### src/hdl/ctm_pkg.sv
// Constants for the compact timer: register indices, field positions, reset values.
// Assumes a byte-wide register port with one-cycle read latency.
package ctm_pkg;

  // ****************************************
  // Register indices
  // ****************************************
  localparam logic [2:0] ADDR_CTRL_FIRST   = 3'h0;
  localparam logic [2:0] ADDR_CTRL_SECOND  = 3'h1;
  localparam logic [2:0] ADDR_COUNT_LOW    = 3'h2;
  localparam logic [2:0] ADDR_COUNT_HIGH   = 3'h3;
  localparam logic [2:0] ADDR_MATCH_A_LOW  = 3'h4;
  localparam logic [2:0] ADDR_MATCH_A_HIGH = 3'h5;

  // ****************************************
  // Field positions in control registers
  // ****************************************
  localparam int PAUSE_BIT     = 7;
  localparam int CLK_SEL_LSB   = 4;
  localparam int ON_BIT        = 3;
  localparam int PERIOD_LSB    = 0;
  localparam int MODE_LSB      = 6;
  localparam int ACTION_LSB    = 4;
  localparam int INIT_LVL_BIT  = 3;
  localparam int POLARITY_BIT  = 2;
  localparam int CLR_SRC_BIT   = 0;

  localparam logic [7:0] CTRL_RESET = 8'h00;

  // ****************************************
  // Encodings
  // ****************************************
  localparam logic [2:0] CLK_SYS_DIV4   = 3'h0;
  localparam logic [2:0] CLK_SYS        = 3'h1;
  localparam logic [2:0] CLK_HIGH_DIV16 = 3'h2;
  localparam logic [2:0] CLK_HIGH_DIV64 = 3'h3;
  localparam logic [2:0] CLK_SUB_A      = 3'h4;
  localparam logic [2:0] CLK_SUB_B      = 3'h5;
  localparam logic [2:0] CLK_SINE_RISE  = 3'h6;
  localparam logic [2:0] CLK_SINE_FALL  = 3'h7;

  localparam logic [1:0] MODE_COMPARE = 2'h0;
  localparam logic [1:0] MODE_UNDEF   = 2'h1;
  localparam logic [1:0] MODE_PWM     = 2'h2;
  localparam logic [1:0] MODE_TIMER   = 2'h3;

  localparam logic [1:0] ACT_NONE   = 2'h0;
  localparam logic [1:0] ACT_LOW    = 2'h1;
  localparam logic [1:0] ACT_HIGH   = 2'h2;
  localparam logic [1:0] ACT_TOGGLE = 2'h3;

  // ****************************************
  // Prescaler divide ratios
  // ****************************************
  localparam int DIV_SYS4   = 4;
  localparam int DIV_HIGH16 = 16;
  localparam int DIV_HIGH64 = 64;

endpackage

### src/hdl/ctm_edge_sync.sv
// Three-stage synchroniser with edge detection for one asynchronous input.
// Assumes the input changes slower than two core clock periods.
`timescale 1ns/1ps

module ctm_edge_sync (
  input  wire logic core_clk_i,
  input  wire logic reset_i,
  input  wire logic async_i,
  output logic      rise_o,
  output logic      fall_o
);

  logic [2:0] stage;
  logic       settled;
  logic       next_settled;

  // A change counts once stages two and three agree
  assign next_settled = (stage[2] == stage[1]) ? stage[2] : settled;

  always_ff @(posedge core_clk_i or posedge reset_i) begin
    if (reset_i) begin
      stage   <= 3'h0;
      settled <= 1'b0;
      rise_o  <= 1'b0;
      fall_o  <= 1'b0;
    end else begin
      stage   <= {stage[1:0], async_i};
      settled <= next_settled;
      rise_o  <= next_settled & ~settled;
      fall_o  <= ~next_settled & settled;
    end
  end

endmodule

### src/hdl/ctm_timer.sv
// Compact 10-bit count-up timer with byte-wide register file and shared low-byte buffer.
// Assumes one core clock, prescaled tick enables from the core clock, sine edge asynchronous.
// Functional notes
// - Writing compare-A low byte only loads the shared holding buffer.
// - Writing compare-A high byte stores it and copies buffer into low byte.
// - Reading a high byte returns it and captures matching low byte into buffer.
// - Reading a low byte returns the holding buffer contents.
// - Ten-bit up-counter advances per selected tick while on and not paused.
// - Comparator P checks all ten counter bits against period times 128 less one; comparator A checks all ten bits.
// - Counter clears itself on overflow or selected match; no software write.
// - Comparator A match, or P match or overflow with clear-source zero, raises a timer interrupt request.
// - Pause bit halts counting and holds count; clearing resumes.
// - Clock select picks sys/4, sys, high/16, high/64, sub, sine rise or fall.
// - Event counting input is the sine generator edge signal.
// - On bit runs counter; off stops it and enters low-power state.
// - Rising on bit clears counter; falling keeps residual count.
// - Rising on bit forces output to initial level in compare and PWM modes.
// - Period field gives P match at multiples of 128; zero means 1024 overflow.
// - Clear-source zero lets comparator P match reset the counter.
// - Mode field: 00 compare, 01 undefined, 10 PWM, 11 timer/counter.
// - Output level is undefined in timer/counter mode.
// - Clear-source one lets comparator A match reset the counter instead.
// - Compare mode action on A match: none, low, high, toggle.
// - Output-control bit gives output level before any compare match.
//
// The strobed register port and the register addresses were decided locally.
`timescale 1ns/1ps

module ctm_timer #(
  parameter int CNT_WIDTH = 10
) (
  input  wire logic       core_clk_i,
  input  wire logic       reset_i,
  input  wire logic [2:0] reg_addr_i,
  input  wire logic [7:0] reg_wdata_i,
  input  wire logic       reg_wr_i,
  input  wire logic       reg_rd_i,
  output logic      [7:0] reg_rdata_o,
  input  wire logic       high_clk_tick_i,
  input  wire logic       sub_clk_tick_i,
  input  wire logic       sine_edge_signal_i,
  output logic            match_a_flag_o,
  output logic            match_p_flag_o,
  output logic            timer_out_o,
  output logic            timer_on_o
);

  // ****************************************
  // Register file
  // ****************************************
  logic [7:0]           ctrl_first;
  logic [7:0]           ctrl_second;
  logic [7:0]           hold_buf;
  logic [7:0]           match_a_low;
  logic [1:0]           match_a_high;
  logic [CNT_WIDTH-1:0] count;
  logic                 on_prev;
  logic                 out_level;

  // ****************************************
  // Strobe and field decode
  // ****************************************

  wire wr_ctrl0  = reg_wr_i && (reg_addr_i == ctm_pkg::ADDR_CTRL_FIRST);
  wire wr_ctrl1  = reg_wr_i && (reg_addr_i == ctm_pkg::ADDR_CTRL_SECOND);
  wire wr_a_low  = reg_wr_i && (reg_addr_i == ctm_pkg::ADDR_MATCH_A_LOW);
  wire wr_a_high = reg_wr_i && (reg_addr_i == ctm_pkg::ADDR_MATCH_A_HIGH);
  wire rd_c_high = reg_rd_i && (reg_addr_i == ctm_pkg::ADDR_COUNT_HIGH);
  wire rd_a_high = reg_rd_i && (reg_addr_i == ctm_pkg::ADDR_MATCH_A_HIGH);

  wire       pause_ctl            = ctrl_first[ctm_pkg::PAUSE_BIT];
  wire [2:0] count_clock_sel      = ctrl_first[ctm_pkg::CLK_SEL_LSB +: 3];
  wire       counter_on           = ctrl_first[ctm_pkg::ON_BIT];
  wire [2:0] period_compare_value = ctrl_first[ctm_pkg::PERIOD_LSB +: 3];
  wire [1:0] op_mode_sel          = ctrl_second[ctm_pkg::MODE_LSB +: 2];
  wire [1:0] out_action_sel       = ctrl_second[ctm_pkg::ACTION_LSB +: 2];
  wire       out_initial_level    = ctrl_second[ctm_pkg::INIT_LVL_BIT];
  wire       out_polarity         = ctrl_second[ctm_pkg::POLARITY_BIT];
  wire       clear_source_sel     = ctrl_second[ctm_pkg::CLR_SRC_BIT];

  wire [9:0] compare_a_reg = {match_a_high, match_a_low};

  // ****************************************
  // Read path
  // ****************************************
  logic [7:0] rd_mux;

  always_comb begin
    rd_mux = 8'h00;
    unique case (reg_addr_i)
      ctm_pkg::ADDR_CTRL_FIRST:   rd_mux = ctrl_first;
      ctm_pkg::ADDR_CTRL_SECOND:  rd_mux = ctrl_second;
      ctm_pkg::ADDR_COUNT_LOW:    rd_mux = hold_buf;
      ctm_pkg::ADDR_COUNT_HIGH:   rd_mux = {6'h00, count[9:8]};
      ctm_pkg::ADDR_MATCH_A_LOW:  rd_mux = hold_buf;
      ctm_pkg::ADDR_MATCH_A_HIGH: rd_mux = {6'h00, match_a_high};
      default:                    rd_mux = 8'h00;
    endcase
  end

  // Buffer is shared: interleaving two pair accesses corrupts the one begun first
  wire [7:0] next_hold_buf = wr_a_low  ? reg_wdata_i :
                             rd_c_high ? count[7:0] :
                             rd_a_high ? match_a_low : hold_buf;

  // ****************************************
  // Control registers
  // ****************************************
  always_ff @(posedge core_clk_i or posedge reset_i) begin
    if (reset_i) begin
      ctrl_first <= ctm_pkg::CTRL_RESET;
    end else if (wr_ctrl0) begin
      ctrl_first <= reg_wdata_i;
    end
  end

  // Mode changes while running are the user's risk; no interlock here
  always_ff @(posedge core_clk_i or posedge reset_i) begin
    if (reset_i) begin
      ctrl_second <= ctm_pkg::CTRL_RESET;
    end else if (wr_ctrl1) begin
      ctrl_second <= reg_wdata_i;
    end
  end

  // ****************************************
  // Compare-A pair and holding buffer
  // ****************************************
  // Both halves move together so the comparator never sees a torn value
  always_ff @(posedge core_clk_i or posedge reset_i) begin
    if (reset_i) begin
      match_a_high <= 2'h0;
      match_a_low  <= 8'h00;
    end else if (wr_a_high) begin
      match_a_high <= reg_wdata_i[1:0];
      match_a_low  <= hold_buf;
    end
  end

  always_ff @(posedge core_clk_i or posedge reset_i) begin
    if (reset_i) begin
      hold_buf <= 8'h00;
    end else begin
      hold_buf <= next_hold_buf;
    end
  end

  // ****************************************
  // Read data register
  // ****************************************
  // Zero outside the answer cycle so a stale byte never looks valid
  wire [7:0] next_rdata = reg_rd_i ? rd_mux : 8'h00;
  always_ff @(posedge core_clk_i or posedge reset_i) begin
    if (reset_i) begin
      reg_rdata_o <= 8'h00;
    end else begin
      reg_rdata_o <= next_rdata;
    end
  end

  // ****************************************
  // Prescaler and tick selection
  // ****************************************
  logic [5:0] sys_div;
  logic [5:0] high_div;
  logic       sine_rise;
  logic       sine_fall;

  // ****************************************
  // Sine edge synchroniser
  // ****************************************
  ctm_edge_sync u_sine_sync (
    .core_clk_i (core_clk_i),
    .reset_i    (reset_i),
    .async_i    (sine_edge_signal_i),
    .rise_o     (sine_rise),
    .fall_o     (sine_fall)
  );

  // ****************************************
  // Divided ticks
  // ****************************************
  wire tick_sys4   = (sys_div[1:0] == 2'(ctm_pkg::DIV_SYS4 - 1));
  wire tick_high16 = high_clk_tick_i && (high_div[3:0] == 4'(ctm_pkg::DIV_HIGH16 - 1));
  wire tick_high64 = high_clk_tick_i && (high_div == 6'(ctm_pkg::DIV_HIGH64 - 1));

  // ****************************************
  // Tick selection
  // ****************************************
  logic tick;

  always_comb begin
    tick = 1'b0;
    unique case (count_clock_sel)
      ctm_pkg::CLK_SYS_DIV4:   tick = tick_sys4;
      ctm_pkg::CLK_SYS:        tick = 1'b1;
      ctm_pkg::CLK_HIGH_DIV16: tick = tick_high16;
      ctm_pkg::CLK_HIGH_DIV64: tick = tick_high64;
      ctm_pkg::CLK_SUB_A:      tick = sub_clk_tick_i;
      ctm_pkg::CLK_SUB_B:      tick = sub_clk_tick_i;
      ctm_pkg::CLK_SINE_RISE:  tick = sine_rise;
      ctm_pkg::CLK_SINE_FALL:  tick = sine_fall;
    endcase
  end

  // ****************************************
  // Prescalers
  // ****************************************
  // Dividers idle while off to save power
  wire [5:0] next_sys_div  = counter_on ? sys_div + 6'h01 : 6'h00;
  wire [5:0] next_high_div = !counter_on     ? 6'h00 :
                             high_clk_tick_i ? high_div + 6'h01 : high_div;

  always_ff @(posedge core_clk_i or posedge reset_i) begin
    if (reset_i) begin
      sys_div <= 6'h00;
    end else begin
      sys_div <= next_sys_div;
    end
  end

  always_ff @(posedge core_clk_i or posedge reset_i) begin
    if (reset_i) begin
      high_div <= 6'h00;
    end else begin
      high_div <= next_high_div;
    end
  end

  // ****************************************
  // Counter and comparators
  // ****************************************
  wire run     = counter_on && !pause_ctl && tick;
  wire on_rise = counter_on && !on_prev;

  // ****************************************
  // Match detection
  // ****************************************
  // Match is taken on the tick that would step the count onto the compare value
  wire p_match = (period_compare_value != 3'h0) &&
                 (count == {period_compare_value, 7'h00} - 10'h001);
  wire a_match = (compare_a_reg != 10'h000) &&
                 (count == compare_a_reg - 10'h001);
  wire ovf     = (count == 10'h3FF);

  wire p_event = run && !clear_source_sel && (p_match || ovf);
  wire a_event = run && a_match;
  wire clr     = clear_source_sel ? (run && (a_match || ovf)) : p_event;

  wire [9:0] next_count = on_rise ? 10'h000 :
                          clr     ? 10'h000 :
                          run     ? count + 10'h001 : count;

  // ****************************************
  // Output level
  // ****************************************
  wire comp_mode = (op_mode_sel == ctm_pkg::MODE_COMPARE) ||
                   (op_mode_sel == ctm_pkg::MODE_PWM);

  logic next_out;

  always_comb begin
    next_out = out_level;
    if (on_rise && comp_mode) begin
      next_out = out_initial_level;
    end else if (op_mode_sel == ctm_pkg::MODE_COMPARE && a_event) begin
      unique case (out_action_sel)
        ctm_pkg::ACT_NONE:   next_out = out_level;
        ctm_pkg::ACT_LOW:    next_out = 1'b0;
        ctm_pkg::ACT_HIGH:   next_out = 1'b1;
        ctm_pkg::ACT_TOGGLE: next_out = ~out_level;
      endcase
    end
  end

  // ****************************************
  // Counter state
  // ****************************************
  always_ff @(posedge core_clk_i or posedge reset_i) begin
    if (reset_i) begin
      count <= 10'h000;
    end else begin
      count <= next_count;
    end
  end

  // Edge memory for the on bit; reset matches the off state
  always_ff @(posedge core_clk_i or posedge reset_i) begin
    if (reset_i) begin
      on_prev <= 1'b0;
    end else begin
      on_prev <= counter_on;
    end
  end

  always_ff @(posedge core_clk_i or posedge reset_i) begin
    if (reset_i) begin
      out_level <= 1'b0;
    end else begin
      out_level <= next_out;
    end
  end

  // ****************************************
  // Registered outputs
  // ****************************************
  // Flags are one-cycle requests; the interrupt logic outside holds them
  always_ff @(posedge core_clk_i or posedge reset_i) begin
    if (reset_i) begin
      match_a_flag_o <= 1'b0;
    end else begin
      match_a_flag_o <= a_event;
    end
  end

  always_ff @(posedge core_clk_i or posedge reset_i) begin
    if (reset_i) begin
      match_p_flag_o <= 1'b0;
    end else begin
      match_p_flag_o <= p_event;
    end
  end

  // Timer mode output carries no meaning; held low here
  wire next_timer_out = (op_mode_sel == ctm_pkg::MODE_TIMER) ? 1'b0 :
                        (next_out ^ out_polarity);

  always_ff @(posedge core_clk_i or posedge reset_i) begin
    if (reset_i) begin
      timer_out_o <= 1'b0;
    end else begin
      timer_out_o <= next_timer_out;
    end
  end

  // Lets the power manager see when the block may be gated
  always_ff @(posedge core_clk_i or posedge reset_i) begin
    if (reset_i) begin
      timer_on_o <= 1'b0;
    end else begin
      timer_on_o <= counter_on;
    end
  end

endmodule

### config.mk
export PLATFORM = sky130hd
export DESIGN_NAME = ctm_timer
export DESIGN_NICKNAME = d
export VERILOG_FILES = /design/src/hdl/ctm_pkg.sv /design/src/hdl/ctm_edge_sync.sv /design/src/hdl/ctm_timer.sv
export SDC_FILE = /design/constraint.sdc
export NUM_CORES = 1
export LEC_CHECK = 0
export ABC_AREA = 1
export ABC_CLOCK_PERIOD_IN_PS = 2190
export BUFFER_PORTS_ARGS = -buffer_cell sky130_fd_sc_hd__buf_2
export CAP_MARGIN = 25
export CORE_ASPECT_RATIO = 1.5
export CORE_UTILIZATION = 45
export CTS_CLUSTER_DIAMETER = 50
export DETAILED_ROUTE_END_ITERATION = 7
export GPL_TIMING_DRIVEN = 0
export PLACE_DENSITY = 0.65
export SYNTH_ARGS = -nofsm -noshare
export SYNTH_HDL_FRONTEND = slang
export SYNTH_HIERARCHICAL = 1
export SYNTH_SLANG_ARGS = --single-unit
### constraint.sdc
create_clock -name core_clk_i -period 2.19 [get_ports core_clk_i]
set_clock_uncertainty 0.1 [all_clocks]
set_input_delay 0.657 -clock core_clk_i [delete_from_list [all_inputs] [get_ports core_clk_i]]
set_output_delay 0.657 -clock core_clk_i [all_outputs]
set_load 0.05 [all_outputs]
==> results of run 1 <==
[registers in the layout, summed over array words and instances, names as in the netlist, 2 cells and up]
register	flops
count	10
ctrl_first	8
ctrl_second	8
high_div	6
hold_buf	8
match_a_high	2
match_a_low	8
reg_rdata_o	8
sys_div	2
u_sine_sync/stage	3
[timing repair]
item	in CTS	in global routing
buffers inserted	5	1
cloned	1	0
pin swaps	8	10
gates resized for setup	9	11
endpoints found under the setup margin	12	13
[per-layer routing]
metal / up-vias / GRT usage [%] / part of all wire (%)
li1: 1611 / - / -
met1: 1587 / 25.2 / 38
met2: 79 / 43.2 / 55
met3: 27 / 5.02 / 3.1
met4: 0 / 12.6 / 3.7
met5: - / 0 / 0
[critical path, stage by stage (launching register included)]
cell and delay [ns]:
dfrtp_2 0.42, inv_2 0.08, ha_4 0.21, nand2_2 0.06, inv_2 0.03, nor2_2 0.08
nand2_2 0.07, nor2_2 0.10, nand3_2 0.08, nor2_2 0.10, nand2_2 0.07, nor2_4 0.14
nand4_1 0.11, nand2_1 0.09, nand2_2 0.07, a21oi_1 0.16, nor2_2 0.06
[cell type report]
type,instances,area [sq um]
buffer,9,45.0
multi-input combinational,316,1770
sequential,71,1780
timing repair buffer,36,210
inverter,72,274
tap,105,131
clock inverter,6,108
fill,740,3510
clock buffer,10,239
[placed cells by master (no fill, tap or decap), types with 3 or more instances in the layout]
| cell | instances |
|---|---|
| nand3_1 | 10 |
| nand3_2 | 4 |
| buf_2 | 31 |
| bufinv_16 | 3 |
| xor2_1 | 8 |
| buf_4 | 6 |
| dfrtp_1 | 70 |
| a221oi_1 | 5 |
| o21ai_0 | 42 |
| a21oi_1 | 13 |
| o22ai_1 | 11 |
| nand2_2 | 7 |
| a211oi_1 | 9 |
| inv_2 | 13 |
| inv_1 | 56 |
| clkbuf_16 | 9 |
| nor2_2 | 11 |
| ha_1 | 6 |
| xnor2_1 | 5 |
| nor3_1 | 5 |
| nor3b_2 | 4 |
| nor3_2 | 5 |
| clkbuf_1 | 5 |
| nor2_1 | 54 |
| nand2_1 | 95 |
| nor2_4 | 3 |
[path summary, 6_finish.rpt]
| kind | end | depth (start not counted) | slack [ns] |
|---|---|---|---|
| max | timer_out_o | 16 | 0.03 |
| min | u_sine_sync/stage[0] | 2 | 0.15 |
| max reg2reg | timer_out_o | 16 | 0.03 |
| min reg2reg | u_sine_sync/stage[1] | 0 | 0.26 |
| max in group asynchronous | match_a_low[0] | 3 | 1.11 |
| min in group core_clk_i | u_sine_sync/stage[1] | 0 | 0.26 |
[cell families (layout without fill, tap and decap cells)]
kind of cell / Yosys count / count (layout) / share of synthesized area (%)
buf+inv: 81 / 133 / 8.33
xor+xnor: 13 / 13 / 3.01
flops: 71 / 71 / 47.0
fa+ha+maj: 7 / 7 / 2.31
compound gates: 89 / 89 / 14.2
simple gates: 206 / 207 / 25.2
[report_power, final]
group	internal, mW	leakage [nW]	switching, mW
Sequential	1.53	0.932	0.208
Combinational	0.494	1.11	0.869
Clock	1.14	0.168	0.538
==> run summary, run 1 <==
Initial Util: 47.0%
worst r2r src: match_a_low[0]
maximum vdd drop: 0.712 mV
post-synth cell types: 39
die span in x: 76.9 microns
final number of max-transition violations: 0
Critical Path Source Type: flop
routability cong.: 0.852
Yosys warning count: 6
#FFs+latches synth: 71
dpl cells: 602
CP Max Fanout: 3
die area: 8790 sq um
DP Worst Slack: -0.195 ns
cell area after layout: 4550 sq um
most frequent cell after synthesis: nand2_1
row cnt: 40
Routed Antenna Nets: 0
antenna cells: 0
Iter 0 DRT Violations: 168
worst slew pin tran: 0.652 ns
H-tree lvl count: 3
final hold slack: 0.152 ns
Gate Count Post-Synth: 467
vias: 3304
antenna violations before repair: 0
status: completed
boundary pin count: 30
Pleak: 2.21 nW
sequential-to-total area share from yosys stat: 47.0%
period utilization: 98.5%
# DRC: 0
critical path type: flop to flop
DR WL/cell: 15.5 microns
crit path DAT: 2.28 ns
CTS buffer count: 9
P&R area growth vs syn: 20.3%
Non-Filler Instances: 625
top cells by count, synth: nand2_1, dfrtp_1, inv_1, nor2_1, o21ai_0
Finished Core Util: 56.5%
Post-Route WL: 9700 microns
CP Launch Point: match_a_low[0]
Hold Path Class: input port to async pin
TritonCTS clock tree: built
hpwl dp: 7040 microns
share of cells above drive strength 1: 22.3%
count of flip-flops with a built-in enable after synthesis: 0
Post-Syn Nets: 492
Worst-Skew Late Latency: 0.33 ns
clock sink count: 71
Post-CTS Hold Fix Bufs: 0
CP endpoint kind: flop
relative slew slack: 55.4%
Final nets: 540
area leader, netlist: dfrtp_1
fin crit period: 2.16 ns
drt via density: 5.29
# Max-Cap Violations: 0
area share of the leading cell type in the synthesized netlist: 47.0%
Buffers on Ports: 29
Max Clk Rate: 0.464 GHz
Die Y: 114 microns
P per Cell Area: 1050 nW/um^2
unrepaired setup endpoints after global routing: true
Setup WS post-layout: 0.0339 ns
CTS Buffer Depth: 2
First-pass DRT Iterations: 4
vias in the first global route: 3201
total track usage: 23.6%
total chip power: 4.78 mW
global-route wire length before repair: 15300 microns
core footprint: 8060 sq um
Setup Viol. Count Final: 0
ys async rst share: 100%
syn_area_per_cell: 8.10 sq um
grt total ovfl: 0
post-place instance area: 4080 sq um
CTS clock-pin slew for the worst setup and hold paths: 0.06 ns
top_reg_cell synth: dfrtp_1
cell area after synthesis: 3780 sq um
largest net degree at the start of global routing: 43
clock root buffer master: clkbuf_16
Fin. Hold Viols: 0
top post-synthesis cells by area: dfrtp_1, nand2_1, inv_1, nor2_1, o21ai_0
setup tns final: 0 ns
Data required, critical path: 2.31 ns
Note: power is estimated with default switching activity, not from simulation.
==> inputs of run 2 (changes only) <==
- CORE_UTILIZATION: 45 -> 25
- PLACE_DENSITY: 0.65 -> default
==> run 2 against run 1 <==
  * Non-clock buffer count rose by 2
  * Sequential share of layout area fell by 0.73 points
  * Clock power fell by 13%
  * Utilization fell by 25 points
  * Critical path depth fell by 5
  * Critical path type unchanged
  * Critical endpoint is now count[2]
  * Highest routed layer unchanged
==> run summary, run 2 (synthesized netlist as in run 1, its figures left out) <==
status: completed
antenna cells: 0 (unchanged)
Post-Route WL: 10400 microns (+6.7%)
Data required, critical path: 2.30 ns (about the same)
die span in x: 102 microns (+33%)
Multi-input gate area: 1760 sq um (-0.14%)
unrepaired setup endpoints after global routing: true
P per Cell Area: 988 nW/um^2 (-6.0%)
maximum vdd drop: 0.484 mV (-32%)
Worst-Skew Late Latency: 0.33 ns (about the same)
critical-path cell list: ha_1 -> nand3_2 -> nor2_2 -> a21oi_1 -> o21ai_1 -> nand2_1 -> buf_6 -> a211oi_2 -> nor2_4 -> nand2_8 -> nor3b_2
share of cells above drive strength 1: 21.1% (-1.2 points)
CTS clock-pin slew for the worst setup and hold paths: 0.05 ns (about the same)
vias: 3348 (+1.3%)
Finished Core Util: 31.6% (-25 points)
hpwl dp: 7920 microns (+12%)
fin crit period: 2.14 ns (-0.0201 ns)
CTS buffer count: 9 (unchanged)
P&R area growth vs syn: 22.5%
Initial Util: 25.8% (-21 points)
# DRC: 0 (unchanged)
most frequent cells in the layout: nand2_1, dfrtp_1, nor2_1
core footprint: 14700 sq um (+82%)
Critical Path Source Type: flop
H-tree lvl count: 3 (unchanged)
period utilization: 97.5% (-0.92 points)
vias in the first global route: 3526 (+10%)
CP Max Fanout: 10 (+7)
grt total ovfl: 0 (unchanged)
Iter 0 DRT Violations: 217 (+29%)
routability cong.: 0.873 (+2.5%)
global-route wire length before repair: 17100 microns (+12%)
number of flip-flops in the largest register: 10 (unchanged)
clock sink count: 71 (unchanged)
Buffers on Ports: 29 (unchanged)
DR WL/cell: 14.4 microns (-7.0%)
most common cell after layout, fill and taps aside: nand2_1
row cnt: 54 (+35%)
Top reg by flops: count
worst slew pin tran: 0.662 ns (+0.0100 ns)
slowest cell on the critical path: dfrtp_1
die area: 15600 sq um (+78%)
total chip power: 4.58 mW (-4.2%)
# Max-Cap Violations: 0 (unchanged)
Fin. Hold Viols: 0 (unchanged)
Routed Antenna Nets: 0 (unchanged)
WP buf/inv: 1 (-1)
critical path type: flop to flop
Final nets: 542 (+0.37%)
CP endpoint kind: flop
Max Clk Rate: 0.468 GHz (+0.94%)
slowest stage delay, CP: 0.37 ns (-0.05 ns)
Pleak: 2.20 nW (-0.76%)
FILL cells: 1561 (+110%)
crit path DAT: 2.25 ns (-0.03 ns)
Setup Viol. Count Final: 0 (unchanged)
DP Worst Slack: -0.216 ns (-0.0217 ns)
final number of max-transition violations: 0 (unchanged)
clock root buffer master: clkbuf_16
relative slew slack: 55.8% (+0.37 points)
largest net degree at the start of global routing: 38 (-12%)
top cell family by delay on the critical path: simple AND/OR/NAND/NOR gates
Hold Path Class: input port to async pin
Die Y: 153 microns (+34%)
First-pass DRT Iterations: 4 (unchanged)
drt via density: 4.67 (-12%)
boundary pin count: 30 (unchanged)
CTS Buffer Depth: 2 (unchanged)
register area: 1780 sq um (about the same)
TritonCTS clock tree: built
Setup WS post-layout: 0.0540 ns (+0.0201 ns)
total track usage: 14.3% (-9.3 points)
antenna violations before repair: 0 (unchanged)
-- run 2: where the power goes --
group	switching (mW)	total, mW	internal, mW	leakage, nW
clock network	0.526	1.46	0.935	0.145
logic	0.869	1.37	0.503	1.12
registers	0.213	1.74	1.53	0.934
total	1.61	4.58	2.97	2.20
-- run 2: timing repair --
action	4_1_cts	5_1_grt
resized for setup	3	14
pin swaps	1	7
hold buffers	0	0
gates cloned	0	1
endpoints found under the setup margin	12	14
setup buffers	2	6
-- run 2: per-layer routing --
layer | track usage [%] | part of all wire (%) | wire length [microns] | vias to the layer above
met1 | 15.3 | 39 | 3990 | 1629
met4 | 7.14 | 3.7 | 387 | 0
met5 | 0 | 0 | 0 | -
met3 | 2.80 | 3.7 | 383 | 28
li1 | - | - | - | 1614
met2 | 25.9 | 54 | 5590 | 77
-- run 2: metrics by stage --
| step | area [sq um] | TNS, ns | hold WS, ns | instances |
|---|---|---|---|---|
| global route | 4630 | -1.28 | 0.174 | 717 |
| floorplan | 3790 | 0 | 0.231 | 467 |
| detailed placement | 4200 | -3.22 | 0.237 | 693 |
| global placement | 4180 | -2.50 | 0.248 | 692 |
| finish | 4630 | 0 | 0.153 | 717 |
| CTS | 4530 | 0 | 0.150 | 710 |
-- run 2: final timing paths --
kind	depth (start not counted)	endpoint	startpoint	slack (ns)
hold reg to reg	0	u_sine_sync/stage[1]	u_sine_sync/stage[0]	0.25
setup / recovery	11	count[2]	high_div[0]	0.05
max in group asynchronous	3	count[7]	reset_i	1.08
min in group core_clk_i	0	u_sine_sync/stage[1]	u_sine_sync/stage[0]	0.25
setup reg to reg	11	count[2]	high_div[0]	0.05
hold / removal	2	u_sine_sync/stage[0]	reset_i	0.15
-- run 2: layout make-up --
class | count | area share (%)
sequential | 71 | 38.3
multi-input combinational | 316 | 38.0
inverter | 72 | 6.05
clock buffer | 12 | 5.53
tap | 196 | 5.29
timing repair buffer | 38 | 4.86
buffer | 9 | 0.972
clock inverter | 3 | 0.918
==> inputs of run 3 (changes only) <==
- ABC_AREA: 1 -> default
- CORE_UTILIZATION: 25 -> 33
- SETUP_SLACK_MARGIN: default -> 0.4
==> run 3 against run 2 <==
  * Wire length fell by 7.4%
  * Global-route usage up 4.0 points
  * Critical path depth decreased by 4
  * Die area fell by 26%
  * Worst hold slack worse by 0.0026 ns
  * Final area is 5.6% higher
  * The run now ends with negative setup slack left
  * First-iteration DRC count down 32%
  * Sequential share of layout area down 1.9 points
  * Clock power down 9%
==> run summary, run 3 <==
total track usage: 18.3% (+4.0 points)
worst r2r src: match_a_low[0]
Non-Filler Instances: 569 (-21%)
fin crit period: 2.46 ns (+0.324 ns)
sequential-to-total area share from yosys stat: 48.3% (+1.3 points)
complex-gate fraction of the synthesized area: 12.1% (-2.1 points)
failing checks: negative setup slack
global-route wire length before repair: 16000 microns (-6.6%)
share of cells above drive strength 1: 37.2% (+16 points)
slowest cell on the critical path: a221oi_4
P&R area growth vs syn: 33.1%
die area: 11600 sq um (-26%)
#FFs+latches synth: 71 (unchanged)
core footprint: 10700 sq um (-27%)
top cell family by delay on the critical path: compound AO/OA/AOI/OAI gates
Yosys warning count: 6 (unchanged)
Post-Route WL: 9580 microns (-7.4%)
FILL cells: 1041 (-33%)
top_reg_cell synth: dfrtp_1
count of flip-flops with a built-in enable after synthesis: 0 (unchanged)
DP Worst Slack: -0.450 ns (-0.234 ns)
Top reg by flops: count
relative slew slack: 41.1% (-15 points)
setup tns final: -1.95 ns (-1.95 ns)
CTS clock-pin slew for the worst setup and hold paths: 0.06 ns (about the same)
worst reg2reg path depth: 7 (-4)
grt total ovfl: 0 (unchanged)
Die Y: 131 microns (-14%)
status: finished with violations
clock root buffer master: clkbuf_16
largest family of logic cells by synthesized area: simple AND/OR/NAND/NOR gates
critical register-to-register path endpoint: timer_out_o
# DRC: 0 (unchanged)
WP buf/inv: 0 (-1)
Iter 0 DRT Violations: 148 (-32%)
area share of the leading cell type in the synthesized netlist: 48.3% (+1.3 points)
Setup WS post-layout: -0.270 ns (-0.324 ns)
unrepaired setup endpoints after global routing: true
ys async rst share: 100% (unchanged)
most frequent cells in the layout: dfrtp_1, nor2_1, buf_2, nand2_1, buf_4
First-pass DRT Iterations: 4 (unchanged)
Max Clk Rate: 0.406 GHz (-13%)
# Max-Cap Violations: 0 (unchanged)
Initial Util: 34.4% (+8.6 points)
maximum vdd drop: 0.566 mV (+17%)
post-synthesis mux area share: 11.4% (+11 points)
TritonCTS clock tree: built
antenna cells: 0 (unchanged)
hpwl dp: 6830 microns (-14%)
syn_area_per_cell: 10.2 sq um (+26%)
worst slew pin tran: 0.882 ns (+0.219 ns)
period utilization: 112% (+15 points)
most frequent cell after synthesis: dfrtp_1
post-synthesis adder-cell area fraction: 2.69% (+0.37 points)
Buffers on Ports: 28 (-3.4%)
number of flip-flops in the largest register: 10 (unchanged)
Hold Path Class: input port to async pin
Setup Viol. Count Final: 11 (+11)
vias in the first global route: 3187 (-9.6%)
Gate Count Post-Synth: 361 (-23%)
Worst-Skew Late Latency: 0.33 ns (about the same)
CTS buffer count: 9 (unchanged)
top post-synthesis cells by area: dfrtp_1, mux2_2, nor2_1, xnor2_1, nand2_1
XOR/XNOR Fraction of Synth Area: 6.43% (+3.4 points)
antenna violations before repair: 0 (unchanged)
Fin. Hold Viols: 0 (unchanged)
top cells by count, synth: dfrtp_1, nor2_1, nand2_1, mux2_2, o21ai_0
slowest stage delay, CP: 0.45 ns (+0.08 ns)
Synth Area in Simple Gates: 16.1% (-9.1 points)
CTS Buffer Depth: 2 (unchanged)
Post-Syn Nets: 386 (-22%)
cell area after synthesis: 3680 sq um (-2.7%)
largest net degree at the start of global routing: 41 (+7.9%)
area leader, netlist: dfrtp_1
clock sink count: 71 (unchanged)
Finished Core Util: 45.7% (+14 points)
die span in x: 88.2 microns (-14%)
P per Cell Area: 971 nW/um^2 (-1.7%)
critical-path cell list: nor2_2 -> and2_1 -> nand3_2 -> a221oi_4 -> a41o_1 -> a22o_1 -> mux2_4
CP Launch Point: match_a_low[0]
most common cell after layout, fill and taps aside: dfrtp_1
CP endpoint kind: flop
drt via density: 5.22 (+12%)
crit path DAT: 2.58 ns (+0.33 ns)
dpl cells: 534 (-23%)
post-synth cell types: 54 (+38%)
boundary pin count: 30 (unchanged)
DR WL/cell: 16.8 microns (+17%)
H-tree lvl count: 3 (unchanged)
Pleak: 2.19 nW (-0.43%)
vias: 2972 (-11%)
Post-CTS Hold Fix Bufs: 0 (unchanged)
row cnt: 46 (-15%)
R2R setup slack: -0.27 ns (-0.32 ns)
critical path type: flop to flop
final number of max-transition violations: 0 (unchanged)
Data required, critical path: 2.31 ns (about the same)
Final nets: 448 (-17%)
routability cong.: 0.807 (-7.6%)
CP Max Fanout: 5 (-5)
final hold slack: 0.151 ns (-0.00260 ns)
Routed Antenna Nets: 0 (unchanged)
Critical Path Source Type: flop
==> run 3: worst max path at each step <==
stage	cells past startpoint	end	slack (ns)
6_report	7	timer_out_o	-0.27
5_1_grt	9	timer_out_o	-0.35
4_1_cts	9	timer_out_o	-0.24
3_5_place_dp	9	timer_out_o	-0.45
3_3_place_gp	9	timer_out_o	-0.39
2_1_floorplan	7	timer_out_o	-0.09
==> run 3: cell type report <==
cell class	count	area [sq um]	share of cell area (%)
multi-input cells	261	2130	43.6
flip-flops and latches	71	1780	36.4
repair buffers	51	340	6.95
clock buffers	12	256	5.24
well taps	144	180	3.68
plain buffers	16	129	2.63
inverters	13	65.1	1.33
clock inverters	1	7.51	0.153
==> run 3: cells by family after synthesis <==
family	Yosys count
muxes	38
buffers and inverters	29
AOI/OAI and AO/OA	68
adders and majority gates	8
and+or+nand+nor	120
DFF	71
xor gates and xnor gates	27
==> run 3: metal layers <==
layer  wire length [microns]  up-vias  part of all wire [%]  GRT usage (%)
met1                    3670     1490                    38           20.3
li1                        -     1399                     -              -
met5                       0        -                     0              0
met3                     299       24                   3.1           2.89
met4                     346        0                   3.6           10.9
met2                    5270       59                    55           31.8
==> run 3: worst reg2reg max path, stage by stage (launching register included) <==
cell	delay, ns
dfrtp_1	0.44
nor2_2	0.29
and2_1	0.23
nand3_2	0.11
a221oi_4	0.45
a41o_1	0.23
a22o_1	0.19
mux2_4	0.31
==> run 3: stage by stage <==
step	instance area, sq um	power (mW)
floorplan	3870	2.70
global placement	4190	2.97
detailed placement	4210	3.02
CTS	4840	4.70
global route	4900	5.01
finish	4900	4.75
==> run 3: where the power goes <==
part	internal, mW	switching [mW]	leakage, nW	total (mW)
Combinational	0.797	0.824	1.14	1.62
Sequential	1.53	0.264	0.919	1.80
Clock	0.809	0.525	0.127	1.33
==> run 3: timing repair <==
item | in CTS | in global routing
hold endpoints to repair | 0 | 0
endpoints found under the setup margin | 32 | 31
setup buffers | 21 | 1
pin swaps | 16 | 6
gates resized for setup | 38 | 15
